**src/common/ffpwm_pkg.sv**
```systemverilog
// Constants for the filtered fan PWM ramp controller: register indices,
// field positions, reset values and timing counts.
// Assumes a 100 MHz clock; byte address of a register is four times its index.
package ffpwm_pkg;
	localparam int CLK_HZ = 100_000_000;

	// Register indices (byte address = index * 4)
	localparam logic [5:0] IDX_CONFIG     = 6'h00;
	localparam logic [5:0] IDX_MIN_DUTY   = 6'h22;
	localparam logic [5:0] IDX_FILTER     = 6'h23;
	localparam logic [5:0] IDX_LOCAL      = 6'h24;
	localparam logic [5:0] IDX_REMOTE     = 6'h25;
	localparam logic [5:0] IDX_DUTY_STAT  = 6'h26;
	localparam logic [5:0] IDX_TARGET_STAT = 6'h27;

	// Reset values
	localparam logic [7:0] CONFIG_RST   = 8'h80;
	localparam logic [7:0] MIN_DUTY_RST = 8'h05;
	localparam logic [7:0] FILTER_RST   = 8'h10;
	localparam logic [7:0] LOCAL_RST    = 8'h43;
	localparam logic [7:0] REMOTE_RST   = 8'h63;

	// Field positions
	localparam int CFG_AUTO_BIT  = 7;
	localparam int CFG_SEL_LSB   = 5;
	localparam int FLT_SPIN_BIT  = 7;
	localparam int FLT_RAMP_LSB  = 5;
	localparam int FLT_RATE_LSB  = 2;
	localparam int FLT_EN_BIT    = 0;
	localparam int START_LSB     = 3;
	localparam int SPAN_LSB      = 0;
	localparam logic [1:0] SEL_REMOTE  = 2'h0;
	localparam logic [1:0] SEL_FASTEST = 2'h3;

	// Duty geometry
	localparam logic [7:0] SLOTS_PER_PERIOD = 8'hF0;
	localparam logic [2:0] SPAN_MAX_CODE    = 3'h4;
	localparam logic [2:0] RATE_MAX_CODE    = 3'h7;

	// Timing
	localparam int PWM_PERIOD_US     = 32000;
	localparam int SLOT_CYCLES_DEF   = PWM_PERIOD_US * (CLK_HZ / 1_000_000) / 240;
	localparam int UPDATE_FAST_MS    = 125;
	localparam int UPDATE_FAST_DEF   = UPDATE_FAST_MS * (CLK_HZ / 1000);
	localparam int SPINUP_MS         = 2000;
	localparam int SPINUP_CYCLES_DEF = SPINUP_MS * (CLK_HZ / 1000);

	typedef enum logic [1:0] {
		ST_OFF  = 2'b00,
		ST_SPIN = 2'b01,
		ST_RUN  = 2'b11
	} ffpwm_state_e;
endpackage

```
**src/design/ffpwm_loop.sv**
```systemverilog
// One temperature channel of the automatic loop: temperature to duty in slots.
// Inputs come from the same clock domain; the result is registered.
`timescale 1ns/1ns
module ffpwm_loop
	import ffpwm_pkg::*;
(
	input  wire logic       clk,
	input  wire logic       rst_n,
	input  wire logic [7:0] temp,
	input  wire logic [7:0] startSpan,
	input  wire logic [3:0] minCode,
	output logic [7:0]      duty
);
	logic [7:0]  startDeg;
	logic [2:0]  spanSh;
	logic [7:0]  diff;
	logic [12:0] incr;
	logic [12:0] sum;
	logic [7:0]  duty_d;

	// Start temperature in 4 degree steps, span 5 << code
	assign startDeg = {startSpan[7:START_LSB], 2'b00};
	assign spanSh   = (startSpan[2:0] > SPAN_MAX_CODE) ? SPAN_MAX_CODE : startSpan[2:0];
	assign diff     = temp - startDeg;

	// Ten codes of sixteen slots per span, so slots = diff * 32 / 2^code
	always_comb begin
		incr   = {diff, 5'b0_0000} >> spanSh;
		sum    = {5'h00, minCode, 4'h0} + incr;
		duty_d = 8'h00;
		if (temp < startDeg)
			duty_d = 8'h00;
		else if (sum > {5'h00, SLOTS_PER_PERIOD})
			duty_d = SLOTS_PER_PERIOD;
		else
			duty_d = sum[7:0];
	end

	always_ff @(posedge clk) begin
		if (!rst_n)
			duty <= 8'h00;
		else
			duty <= duty_d;
	end
endmodule

```
**src/design/ffpwm_top.sv**
```systemverilog
// Filtered fan PWM ramp controller with an APB register slave.
// Temperatures arrive as whole degrees from another domain and are synchronised.
//
// Summary of operation
// - Local start temperature in bits 7:3, 4 degree steps, default 32 degrees.
// - Local span code in bits 2:0 selects 5, 10, 20, 40, 80 degrees.
// - Remote start temperature in bits 7:3 of its register, 4 degree steps.
// - Remote span code in bits 2:0 selects 5 to 80 degrees.
// - Unfiltered loop applies each new calculated duty at once.
// - Filter bit 0 enables filtered mode, reset to off.
// - Each PWM period holds 240 equal slots.
// - Filtered update steps previous duty toward new duty, stores result.
// - Ramp code bits 6:5 gives steps of 1, 2, 4 or 8 slots.
// - Sample rate code bits 4:2 gives 87.5 Hz doubling to 11.2 kHz; the code uses these bits only for the update tick rate.
// - Sample rate code resets to 100, 1.4 kHz; in the code 100 gives one update per second.
// - Filtered step runs once per update, 0.0625 to 8 per second.
// - Filter bit 7 set suppresses fan spin-up, reset to zero.
// - Config bit 7 selects automatic control, reset to one.
// - Config bits 6:5: 00 remote only, 11 fastest computed duty.
// - Minimum duty nibble in 16 codes, default 5.
// - Full duty reached at start plus (15 - min code) times span/10.
//
// Design decision made here: register access over APB.
`timescale 1ns/1ns
module ffpwm_top
	import ffpwm_pkg::*;
#(
	parameter int SLOT_CYCLES   = SLOT_CYCLES_DEF,
	parameter int UPDATE_FAST   = UPDATE_FAST_DEF,
	parameter int SPINUP_CYCLES = SPINUP_CYCLES_DEF
) (
	input  wire logic        clk,
	input  wire logic        rst_n,
	input  wire logic        psel,
	input  wire logic        penable,
	input  wire logic        pwrite,
	input  wire logic [7:0]  paddr,
	input  wire logic [31:0] pwdata,
	output logic [31:0]      prdata,
	output logic             pready,
	output logic             pslverr,
	input  wire logic [7:0]  tempLocal,
	input  wire logic [7:0]  tempRemote,
	output logic             pwmOut
);
	logic [7:0]   configQ;
	logic [7:0]   minDutyQ;
	logic [7:0]   filterQ;
	logic [7:0]   localQ;
	logic [7:0]   remoteQ;
	logic [7:0]   tLocS1Q, tLocS2Q;
	logic [7:0]   tRemS1Q, tRemS2Q;
	logic [7:0]   tLocS3Q, tRemS3Q;
	logic [7:0]   tLocQ, tRemQ;
	logic [7:0]   localDuty, remoteDuty;
	logic [7:0]   targetDuty;
	logic [7:0]   dutyQ;
	logic [7:0]   step;
	logic [31:0]  updCntQ;
	logic [31:0]  updLimit;
	logic         tick;
	logic [31:0]  slotDivQ;
	logic         slotTick;
	logic [7:0]   slotCntQ;
	logic [31:0]  spinCntQ;
	ffpwm_state_e stateQ;
	logic [7:0]   appliedDuty;
	logic         autoMode, filtEn, spinDis;
	logic [1:0]   chanSel;
	logic [5:0]   idx;
	logic         mapped, wrEn;

	assign autoMode = configQ[CFG_AUTO_BIT];
	assign chanSel  = configQ[CFG_SEL_LSB +: 2];
	assign filtEn   = filterQ[FLT_EN_BIT];
	assign spinDis  = filterQ[FLT_SPIN_BIT];
	assign idx      = paddr[7:2];

	// APB decode; slave answers with no wait state
	always_comb begin
		case (idx)
			IDX_CONFIG, IDX_MIN_DUTY, IDX_FILTER, IDX_LOCAL, IDX_REMOTE,
			IDX_DUTY_STAT, IDX_TARGET_STAT: mapped = 1'b1;
			default:                        mapped = 1'b0;
		endcase
	end
	assign pready  = 1'b1;
	assign pslverr = psel && penable && !mapped;
	assign wrEn    = psel && penable && pwrite && mapped;

	// Register writes; is up to software, so settings apply whenever written
	always_ff @(posedge clk) begin
		if (!rst_n) begin
			configQ  <= CONFIG_RST;
			minDutyQ <= MIN_DUTY_RST;
			filterQ  <= FILTER_RST;
			localQ   <= LOCAL_RST;
			remoteQ  <= REMOTE_RST;
		end else if (wrEn) begin
			case (idx)
				IDX_CONFIG:   configQ  <= pwdata[7:0];
				IDX_MIN_DUTY: minDutyQ <= {4'h0, pwdata[3:0]};
				IDX_FILTER:   filterQ  <= {pwdata[7:2], 1'b0, pwdata[0]};
				IDX_LOCAL:    localQ   <= pwdata[7:0];
				IDX_REMOTE:   remoteQ  <= pwdata[7:0];
				default:      ;
			endcase
		end
	end

	// Read data is captured in the setup cycle so it is a flop in the access cycle
	always_ff @(posedge clk) begin
		if (!rst_n)
			prdata <= 32'h0000_0000;
		else if (psel && !penable && !pwrite) begin
			case (idx)
				IDX_CONFIG:      prdata <= {24'h00_0000, configQ};
				IDX_MIN_DUTY:    prdata <= {24'h00_0000, minDutyQ};
				IDX_FILTER:      prdata <= {24'h00_0000, filterQ};
				IDX_LOCAL:       prdata <= {24'h00_0000, localQ};
				IDX_REMOTE:      prdata <= {24'h00_0000, remoteQ};
				IDX_DUTY_STAT:   prdata <= {24'h00_0000, appliedDuty};
				IDX_TARGET_STAT: prdata <= {24'h00_0000, targetDuty};
				default:         prdata <= 32'h0000_0000;
			endcase
		end
	end

	// Two-flop synchronisers; values change slowly against the update tick
	always_ff @(posedge clk) begin
		if (!rst_n) begin
			tLocS1Q <= 8'h00;
			tLocS2Q <= 8'h00;
			tRemS1Q <= 8'h00;
			tRemS2Q <= 8'h00;
		end else begin
			tLocS1Q <= tempLocal;
			tLocS2Q <= tLocS1Q;
			tRemS1Q <= tempRemote;
			tRemS2Q <= tRemS1Q;
		end
	end

	// Take a synchronised word only once it has held two cycles; a word caught mid-change is dropped
	always_ff @(posedge clk) begin
		if (!rst_n) begin
			tLocS3Q <= 8'h00;
			tRemS3Q <= 8'h00;
			tLocQ   <= 8'h00;
			tRemQ   <= 8'h00;
		end else begin
			tLocS3Q <= tLocS2Q;
			tRemS3Q <= tRemS2Q;
			if (tLocS2Q == tLocS3Q)
				tLocQ <= tLocS2Q;
			if (tRemS2Q == tRemS3Q)
				tRemQ <= tRemS2Q;
		end
	end

	ffpwm_loop u_local (
		.clk       (clk),
		.rst_n     (rst_n),
		.temp      (tLocQ),
		.startSpan (localQ),
		.minCode   (minDutyQ[3:0]),
		.duty      (localDuty)
	);

	ffpwm_loop u_remote (
		.clk       (clk),
		.rst_n     (rst_n),
		.temp      (tRemQ),
		.startSpan (remoteQ),
		.minCode   (minDutyQ[3:0]),
		.duty      (remoteDuty)
	);

	// Channel choice; codes 01 and 10 fall back to the local loop
	always_comb begin
		case (chanSel)
			SEL_REMOTE:  targetDuty = remoteDuty;
			SEL_FASTEST: targetDuty = (localDuty > remoteDuty) ? localDuty : remoteDuty;
			default:     targetDuty = localDuty;
		endcase
	end

	// Update tick: fastest rate is 8 per second, each lower code halves it
	assign updLimit = (32'(UPDATE_FAST) << (RATE_MAX_CODE - filterQ[FLT_RATE_LSB +: 3])) - 32'h1;
	assign tick     = (updCntQ >= updLimit);
	always_ff @(posedge clk) begin
		if (!rst_n || tick)
			updCntQ <= 32'h0000_0000;
		else
			updCntQ <= updCntQ + 32'h1;
	end

	// Ramp step of 1, 2, 4 or 8 slots
	assign step = 8'h01 << filterQ[FLT_RAMP_LSB +: 2];

	// Duty register: software value, immediate follow, or filtered ramp
	always_ff @(posedge clk) begin
		if (!rst_n)
			dutyQ <= 8'h00;
		else if (!autoMode)
			dutyQ <= {minDutyQ[3:0], 4'h0};
		else if (!filtEn)
			dutyQ <= targetDuty;
		else if (tick) begin
			if (targetDuty > dutyQ)
				dutyQ <= (dutyQ > SLOTS_PER_PERIOD - step) ? SLOTS_PER_PERIOD : dutyQ + step;
			else if (targetDuty < dutyQ)
				dutyQ <= (dutyQ < step) ? 8'h00 : dutyQ - step;
		end
	end

	// Spin-up: full drive for a while when the fan leaves the off state
	always_ff @(posedge clk) begin
		if (!rst_n) begin
			stateQ   <= ST_OFF;
			spinCntQ <= 32'h0000_0000;
		end else begin
			case (stateQ)
				ST_OFF: begin
					if (dutyQ != 8'h00) begin
						stateQ   <= spinDis ? ST_RUN : ST_SPIN;
						spinCntQ <= 32'h0000_0000;
					end
				end
				ST_SPIN: begin
					spinCntQ <= spinCntQ + 32'h1;
					if (dutyQ == 8'h00)
						stateQ <= ST_OFF;
					else if (spinCntQ >= 32'(SPINUP_CYCLES) - 32'h1)
						stateQ <= ST_RUN;
				end
				ST_RUN: begin
					if (dutyQ == 8'h00)
						stateQ <= ST_OFF;
				end
				default: stateQ <= ST_OFF;
			endcase
		end
	end
	assign appliedDuty = (stateQ == ST_SPIN) ? SLOTS_PER_PERIOD : dutyQ;

	// Slot prescaler and free-running slot counter, 240 slots per period
	assign slotTick = (slotDivQ >= 32'(SLOT_CYCLES) - 32'h1);
	always_ff @(posedge clk) begin
		if (!rst_n || slotTick)
			slotDivQ <= 32'h0000_0000;
		else
			slotDivQ <= slotDivQ + 32'h1;
	end
	always_ff @(posedge clk) begin
		if (!rst_n)
			slotCntQ <= 8'h00;
		else if (slotTick)
			slotCntQ <= (slotCntQ == SLOTS_PER_PERIOD - 8'h01) ? 8'h00 : slotCntQ + 8'h01;
	end

	// PWM output is a flop; duty changes take effect at the next slot compare
	always_ff @(posedge clk) begin
		if (!rst_n)
			pwmOut <= 1'b0;
		else
			pwmOut <= (slotCntQ < appliedDuty);
	end
endmodule

```
**config.mk**
```make
export PLATFORM = sky130hd
export DESIGN_NAME = ffpwm_top
export DESIGN_NICKNAME = d
export VERILOG_FILES = /design/src/common/ffpwm_pkg.sv /design/src/design/ffpwm_loop.sv /design/src/design/ffpwm_top.sv
export SDC_FILE = /design/constraint.sdc
export NUM_CORES = 1
export LEC_CHECK = 0
export ABC_AREA = 1
export BUFFER_PORTS_ARGS = -buffer_cell sky130_fd_sc_hd__buf_4
export CORE_AREA = 2 2 168 170
export DETAILED_ROUTE_END_ITERATION = 10
export DIE_AREA = 0 0 170 172
export PLACE_DENSITY_LB_ADDON = 0.2
export SKIP_CTS_REPAIR_TIMING = 1
export SLEW_MARGIN = 20
export SYNTH_ARGS = -nofsm -noshare
export SYNTH_HDL_FRONTEND = slang
export SYNTH_SLANG_ARGS = --single-unit
```
**constraint.sdc**
```tcl
create_clock -name clk -period 3 [get_ports clk]
set_input_delay 0.45 -clock clk [delete_from_list [all_inputs] [get_ports clk]]
set_output_delay 0.45 -clock clk [all_outputs]
set_load 0.005 [all_outputs]
```
==> results of run 1 <==
-- sequential cells by signal, indices dropped and copies added (netlist names) --
| signal | flops |
|---|---|
| spinCntQ | 32 |
| u_local.duty | 8 |
| filterQ | 7 |
| tRemS2Q | 8 |
| tLocS1Q | 8 |
| pwmOut | 1 |
| minDutyQ | 4 |
| u_remote.duty | 8 |
| tLocS3Q | 8 |
| tLocS2Q | 8 |
| stateQ | 2 |
| dutyQ | 8 |
| slotCntQ | 8 |
| tRemQ | 8 |
| updCntQ | 32 |
| prdata | 8 |
| slotDivQ | 32 |
| localQ | 8 |
| tRemS1Q | 8 |
| tRemS3Q | 8 |
| remoteQ | 8 |
| tLocQ | 8 |
| configQ | 8 |
-- layer usage --
| layer | GRT usage, % | vias up | share of wire (%) | wire (um) |
|---|---|---|---|---|
| li1 | - | 6652 | - | - |
| met1 | 30.18 | 5853 | 46 | 15710 |
| met2 | 36.20 | 306 | 46 | 15530 |
| met3 | 3.319 | 57 | 5.5 | 1883 |
| met4 | 5.871 | 4 | 2.3 | 788 |
| met5 | 0 | - | 0.068 | 23 |
-- power breakdown --
part           internal [mW]  total (mW)  leakage, nW  switching, mW
combinational          0.821        1.97         5.48           1.15
sequential              3.27        3.34         1.95         0.0704
clock                   2.03        3.38        0.443           1.35
total                   6.12        8.69         7.87           2.57
-- how the worst max path moves through the flow --
| stage | start | to | slack (ns) |
|---|---|---|---|
| 6_report | tLocQ[2]$_SDFFE_PN0N_ | u_local.duty[6]$_SDFF_PP0_ | -0.22 |
| 5_1_grt | tLocQ[2]$_SDFFE_PN0N_ | u_local.duty[6]$_SDFF_PP0_ | -0.40 |
| 4_1_cts | remoteQ[3]$_SDFFE_PN0P_ | u_remote.duty[3]$_SDFF_PP0_ | -0.29 |
| 3_5_place_dp | remoteQ[3]$_SDFFE_PN0P_ | u_remote.duty[3]$_SDFF_PP0_ | -0.27 |
| 3_3_place_gp | remoteQ[3]$_SDFFE_PN0P_ | u_remote.duty[1]$_SDFF_PP0_ | -0.25 |
| 2_1_floorplan | tRemQ[2]$_SDFFE_PN0N_ | u_remote.duty[4]$_SDFF_PP0_ | 0.05 |
-- through the flow --
step | utilization (%) | instance area [um2] | setup WS (ns)
after global routing | 61.60 | 16930 | -0.3953
after detailed placement | 54.61 | 15010 | -0.2674
after CTS | 57.94 | 15920 | -0.2897
final | 61.60 | 16930 | -0.2169
after floorplan | - | 13970 | 0.05336
after global placement | 54.61 | 15010 | -0.2461
-- critical path: cells and delay by family, from the launching register on --
kind	cells	cell delay, ns
XOR/XNOR	1	0.17
AND/OR/NAND/NOR	10	0.80
buffers and inverters	4	0.32
flip-flops	1	0.32
adder cells (fa/ha/maj)	3	0.84
AO/OA/AOI/OAI	4	0.73
-- cells by family (layout without fill, tap and decap cells) --
kind of cell               Yosys count  count (layout)  synth area share (%)
xor gates and xnor gates            45              45                 2.857
and+or+nand+nor                    922             922                 29.97
DFF                                238             238                 34.54
other                                2              46               0.05444
adders and majority gates           94              94                 8.853
buffers and inverters              377             495                 11.19
AOI/OAI and AO/OA                  308             308                 12.54
-- layout by cell type (no fill, tap or decap), types with 14 or more instances in the layout --
cell / count
a21oi_1: 126
a21oi_2: 17
buf_4: 129
clkbuf_16: 27
conb_1: 46
dfxtp_1: 225
ha_1: 68
ha_4: 19
inv_1: 278
inv_2: 26
nand2_1: 414
nand2_2: 46
nand2_4: 14
nand3_1: 110
nand3_2: 34
nand4_1: 28
nor2_1: 159
nor2_2: 14
nor3_1: 41
o21ai_0: 75
o22ai_1: 17
xor2_1: 31
-- area by class of cell --
cell class	instances	share of cell area [%]
inverters	309	6.942
clock buffers	35	4.465
clock inverters	13	0.9389
well taps	346	2.558
repair buffers	138	6.417
multi-input cells	1415	50.43
flip-flops and latches	238	28.25
==> impl_metrics.yaml, run 1 <==
synth:
  synth.top_cells.by_count: "nand2_1, inv_1, dfxtp_1"
  synth_area_leaders: "dfxtp_1, nand2_1, inv_1"
  synth_most_common_cell: "nand2_1"
  avgSynthCellArea_um2: 6.946
  ys_types: 61
  synth-edff-count: 0
  syn-instance-count: 1986
  yosysTopAreaCell: "dfxtp_1"
  ys_warn_count: 0
  ys_dominant_reg_cell: "dfxtp_1"
  yosysTopAreaCellShare_pct: 34.54
  ys_ff_latch: 238
  ys_async_sr_fraction_pct: 0
  seq_area_frac_synth_pct: 34.54
  synth_area_um2: 13790
sta:
  relSlewSlack_pct: 45.57
  setup_viol: 16
  timing.hold.ws_ns: 0.08909
  hold_violations: 0
  slew_viol_final: 0
  finalSetupTns_ns: -1.965
  worst_pin_slew_ns: 0.8097
  fin_crit_sh_pct: 107.2
  worst_slack_ns: -0.2169
  fin_skew_ns: 0.01124
  rsz0062_at_grt: "yes"
  layout_min_cycle_time_ns: 3.217
  max_clock_freq_mhz: 310.9
critical_path:
  cp.arrival_ns: 3.71
  cpMostUsedCell: "nand2_2"
  r2r_end: "u_local.duty[6]$_SDFF_PP0_"
  required_ns: 3.49
  rr_worst_depth: 22
  cp-start-kind: "flop"
  cp-end-kind: "flop"
  r2r_setup_slack_ns: -0.22
  critPathKind: "flop to flop"
  crit_fanout: 5
  crit_chain: "inv_2 > ha_4 > inv_2 > fa_2 > nand3_2 > nand2_2 > nand2_2 > nand2_2 > nand2_2 > nand2_2 > o211ai_1 > ha_1 > a21oi_1 > nand2_1 > buf_4 > xor2_1 > nand4_1 > a21oi_1 > a21oi_4 > nand3_1 > nand2_1 > inv_1"
  crit_slowest_cell: "fa_2"
  r2r_start: "tLocQ[2]$_SDFFE_PN0N_"
  cpPeakStageDelay_ns: 0.41
cells_and_area:
  area_growth_pct: 22.69
  diodes: 0
  fin_nets: 2283
  multiInputGateArea_um2: 8536
  regArea_um2: 4781
  drive_above_1_share_pct: 20.11
  final_cells: 2494
  fillCellCount: 2453
route:
  drc: 0
  drt_first_iter_violations: 924
  drt-pass1-iter-count: 6
  routedWlPerCell_um: 13.60
  totalWireLength_um: 33930
  via_per_inst: 5.161
  postRouteAntennaNets: 0
  via_count: 12870
hold_path:
  hold_class: "input pin to flop"
  min_to: "tLocS1Q[2]$_SDFF_PN0_"
  min_path_cells: 3
  min_from: "tempLocal[2]"
power_and_ir_drop:
  irDropWorstVdd_uv: 479.8
  powerDensity_nw_per_um2: 513.2
  fin_total_pwr_mw: 8.686
  p_leak_nw: 7.872
grt:
  grt_max_degree: 66
  grt_overflow_total: 0
  grt_pass1_vias: 11370
  grt_usage_pct: 21.98
  grt_pass1_wl_um: 53470
  grt_antenna_before_repair: 2
placement:
  dp.cells: 2437
  dp_hpwl_um: 24730
  place_congestion: 0.9399
  io_buffers: 44
cts:
  cts_buffer_depth: 3
  worstSkewPairLatency_ns: 0.54
  clock_sinks: 238
  cts_tree: "built"
  numCtsBuffers: 26
  htree_levels: 1
  root_buffer: "clkbuf_16"
  clkTransAtPathRegs_ns: 0.07
flow_run:
  maxCapViolations: 0
die:
  core_area_um2: 27480
  dieArea_um2: 29240
  ios: 96
  placementRows: 61
  initial_core_util_pct: 50.20
  die_w_um: 170
  chipHeight_um: 172
status:
  status: "complete, but fails checks"
  violations: "negative setup slack"
(Power assumes the default switching activity.)
==> run 2, diff against run 1 <==
==> constraint.sdc (replaced) <==
create_clock -name clk -period 3.2 [get_ports clk]
set_input_delay 0.48 -clock clk [delete_from_list [all_inputs] [get_ports clk]]
set_output_delay 0.48 -clock clk [all_outputs]
set_load 0.005 [all_outputs]
==> run 2 against run 1 <==
  * The run still ends with negative setup slack left
  * Sequential share of layout area up 1.6 points
  * Via count down 2.8%
  * Die area is the same
  * Highest routed layer is now met4
  * Fmax shrank 0.44%
  * Design area shrank 5.3%
  * Critical path depth fell by 2
  * Hold slack improved by 0.018 ns
  * Non-clock buffer count fell by 49
  * Setup slack better by 0.19 ns
  * Wire length fell by 3.4%
==> impl_metrics.yaml, run 2 (synthesized netlist as in run 1, its figures left out) <==
hold_path:
  hold_class: "input pin to flop"
  min_from: "tempRemote[5]"
  min_to: "tRemS1Q[5]$_SDFF_PN0_"
  min_path_cells: 3
critical_path:
  crit_fanout: 5
  critPathKind: "flop to flop"
  rr_worst_depth: 20
  cp-end-kind: "flop"
  r2r_setup_slack_ns: -0.03
  required_ns: 3.64
  cp-start-kind: "flop"
  cp.arrival_ns: 3.67
  r2r_start: "tLocQ[2]$_SDFFE_PN0N_"
  r2r_end: "u_local.duty[4]$_SDFF_PP0_"
die:
  chipHeight_um: 172
  die_w_um: 170
  placementRows: 61
  dieArea_um2: 29240
  ios: 96
  initial_core_util_pct: 50.20
  core_area_um2: 27480
power_and_ir_drop:
  powerDensity_nw_per_um2: 477.4
  switchingPower_mw: 2.163
  seq_power_share_pct: 41.0
  irDropWorstVdd_uv: 407.6
  p_int_mw: 5.489
  power_frac_clock_pct: 40.6
  sw_frac_of_total_pct: 28.26
  p_comb_share_pct: 18.4
  p_leak_nw: 7.542
grt:
  grt_pass1_vias: 11180
  grt_usage_pct: 21.91
  grt_antenna_before_repair: 1
  grt_overflow_total: 0
  grt_max_degree: 81
  grt_pass1_wl_um: 52960
sta:
  hold_violations: 0
  worst_slack_ns: -0.03108
  worst_pin_slew_ns: 0.7865
  layout_min_cycle_time_ns: 3.231
  max_clock_freq_mhz: 309.5
  fin_skew_ns: 0.01553
  timing.hold.ws_ns: 0.1071
  rsz0062_at_grt: "yes"
  setup_viol: 6
  slew_viol_final: 0
  fin_crit_sh_pct: 101.0
  relSlewSlack_pct: 47.13
placement:
  dp.cells: 2391
  dp_hpwl_um: 24440
  preCtsSetupSlack_ns: -0.1031
  io_buffers: 44
  placed_cell_area_um2: 14650
  place_congestion: 0.9207
cts:
  cts_tree: "built"
  clock_sinks: 238
  htree_levels: 1
  clkTransAtPathRegs_ns: 0.06
  cts_buffer_depth: 3
  worstSkewPairLatency_ns: 0.55
  numCtsBuffers: 27
  root_buffer: "clkbuf_16"
route:
  drc: 0
  postRouteAntennaNets: 0
  totalWireLength_um: 32790
  via_count: 12510
  via_per_inst: 5.123
  drt_first_iter_violations: 821
  drt-pass1-iter-count: 5
  routedWlPerCell_um: 13.43
status:
  violations: "negative setup slack"
  status: "complete, but fails checks"
cells_and_area:
  final_core_util_pct: 58.33
  fin_nets: 2235
  reg_top3: "slotDivQ (32), spinCntQ (32), updCntQ (32)"
  fillCellCount: 2636
  layout_common_cells: "nand2_1, inv_1, dfxtp_1"
  drive_above_1_share_pct: 14.46
  design_area_um2: 16030
  final_common_cell: "nand2_1"
  area_growth_pct: 16.19
  final_cells: 2442
flow_run:
  maxCapViolations: 0
[run 2: changes by cell type in the layout (fill, tap and decap cells not counted), sizes merged]
| cell | delta |
|---|---|
| buf | -49 |
| clkinv | -2 |
| clkinvlp | -2 |
| diode | +1 |
[run 2: area by class of cell]
class	count	area (um2)	area share [%]
diodes	1	2.502	0.01561
clock buffers	35	745.7	4.653
clock inverters	9	141.4	0.8821
inverters	309	1170	7.299
multi-input cells	1415	8056	50.27
flip-flops and latches	238	4780	29.82
well taps	346	432.9	2.701
repair buffers	89	699.4	4.364
[run 2: metrics by stage]
step / power [mW] / setup TNS (ns)
after floorplan: 4.025 / 0
after global routing: 8.039 / -2.177
final: 7.652 / -0.07394
after CTS: 7.507 / -0.8665
after detailed placement: 4.379 / -0.6190
after global placement: 4.354 / -0.01822
[run 2: worst max-delay path by stage]
stage                                     start                     endpoint  slack [ns]
after floorplan           tRemQ[2]$_SDFFE_PN0N_  u_remote.duty[4]$_SDFF_PP0_        0.15
after global placement    tRemQ[2]$_SDFFE_PN0N_  u_remote.duty[1]$_SDFF_PP0_       -0.01
after detailed placement  tRemQ[2]$_SDFFE_PN0N_  u_remote.duty[1]$_SDFF_PP0_       -0.10
after CTS                 tRemQ[2]$_SDFFE_PN0N_  u_remote.duty[1]$_SDFF_PP0_       -0.12
after global routing      tLocQ[2]$_SDFFE_PN0N_   u_local.duty[4]$_SDFF_PP0_       -0.27
final                     tLocQ[2]$_SDFFE_PN0N_   u_local.duty[4]$_SDFF_PP0_       -0.03
[run 2: power by group through the flow]
stage / combinational [mW] / clock [mW] / sequential, mW
2_1_floorplan: 0.853 / 0 / 3.17
3_3_place_gp: 1.16 / 0 / 3.19
3_5_place_dp: 1.19 / 0 / 3.19
4_1_cts: 1.19 / 3.18 / 3.13
5_1_grt: 1.59 / 3.30 / 3.15
6_report: 1.41 / 3.11 / 3.14
[run 2: critical path, cell delays in order (launching register included)]
cell,delay [ns]
dfxtp_2,0.31
inv_2,0.06
ha_4,0.12
inv_2,0.04
fa_2,0.41
xnor2_2,0.22
buf_4,0.14
nand2_2,0.06
nand3_2,0.06
o211ai_1,0.11
ha_1,0.38
a21oi_1,0.17
nand2_1,0.12
a21oi_2,0.19
nand2_1,0.06
nand3_1,0.09
nand3_2,0.12
a21oi_4,0.24
nand3_1,0.10
nand2_1,0.07
inv_1,0.04
[run 2: metal layers]
metal  GRT usage (%)  part of all wire [%]
met1           29.94                    48
met2           36.72                    45
met3           3.067                   5.1
met4           5.277                   2.3
met5               0                     0
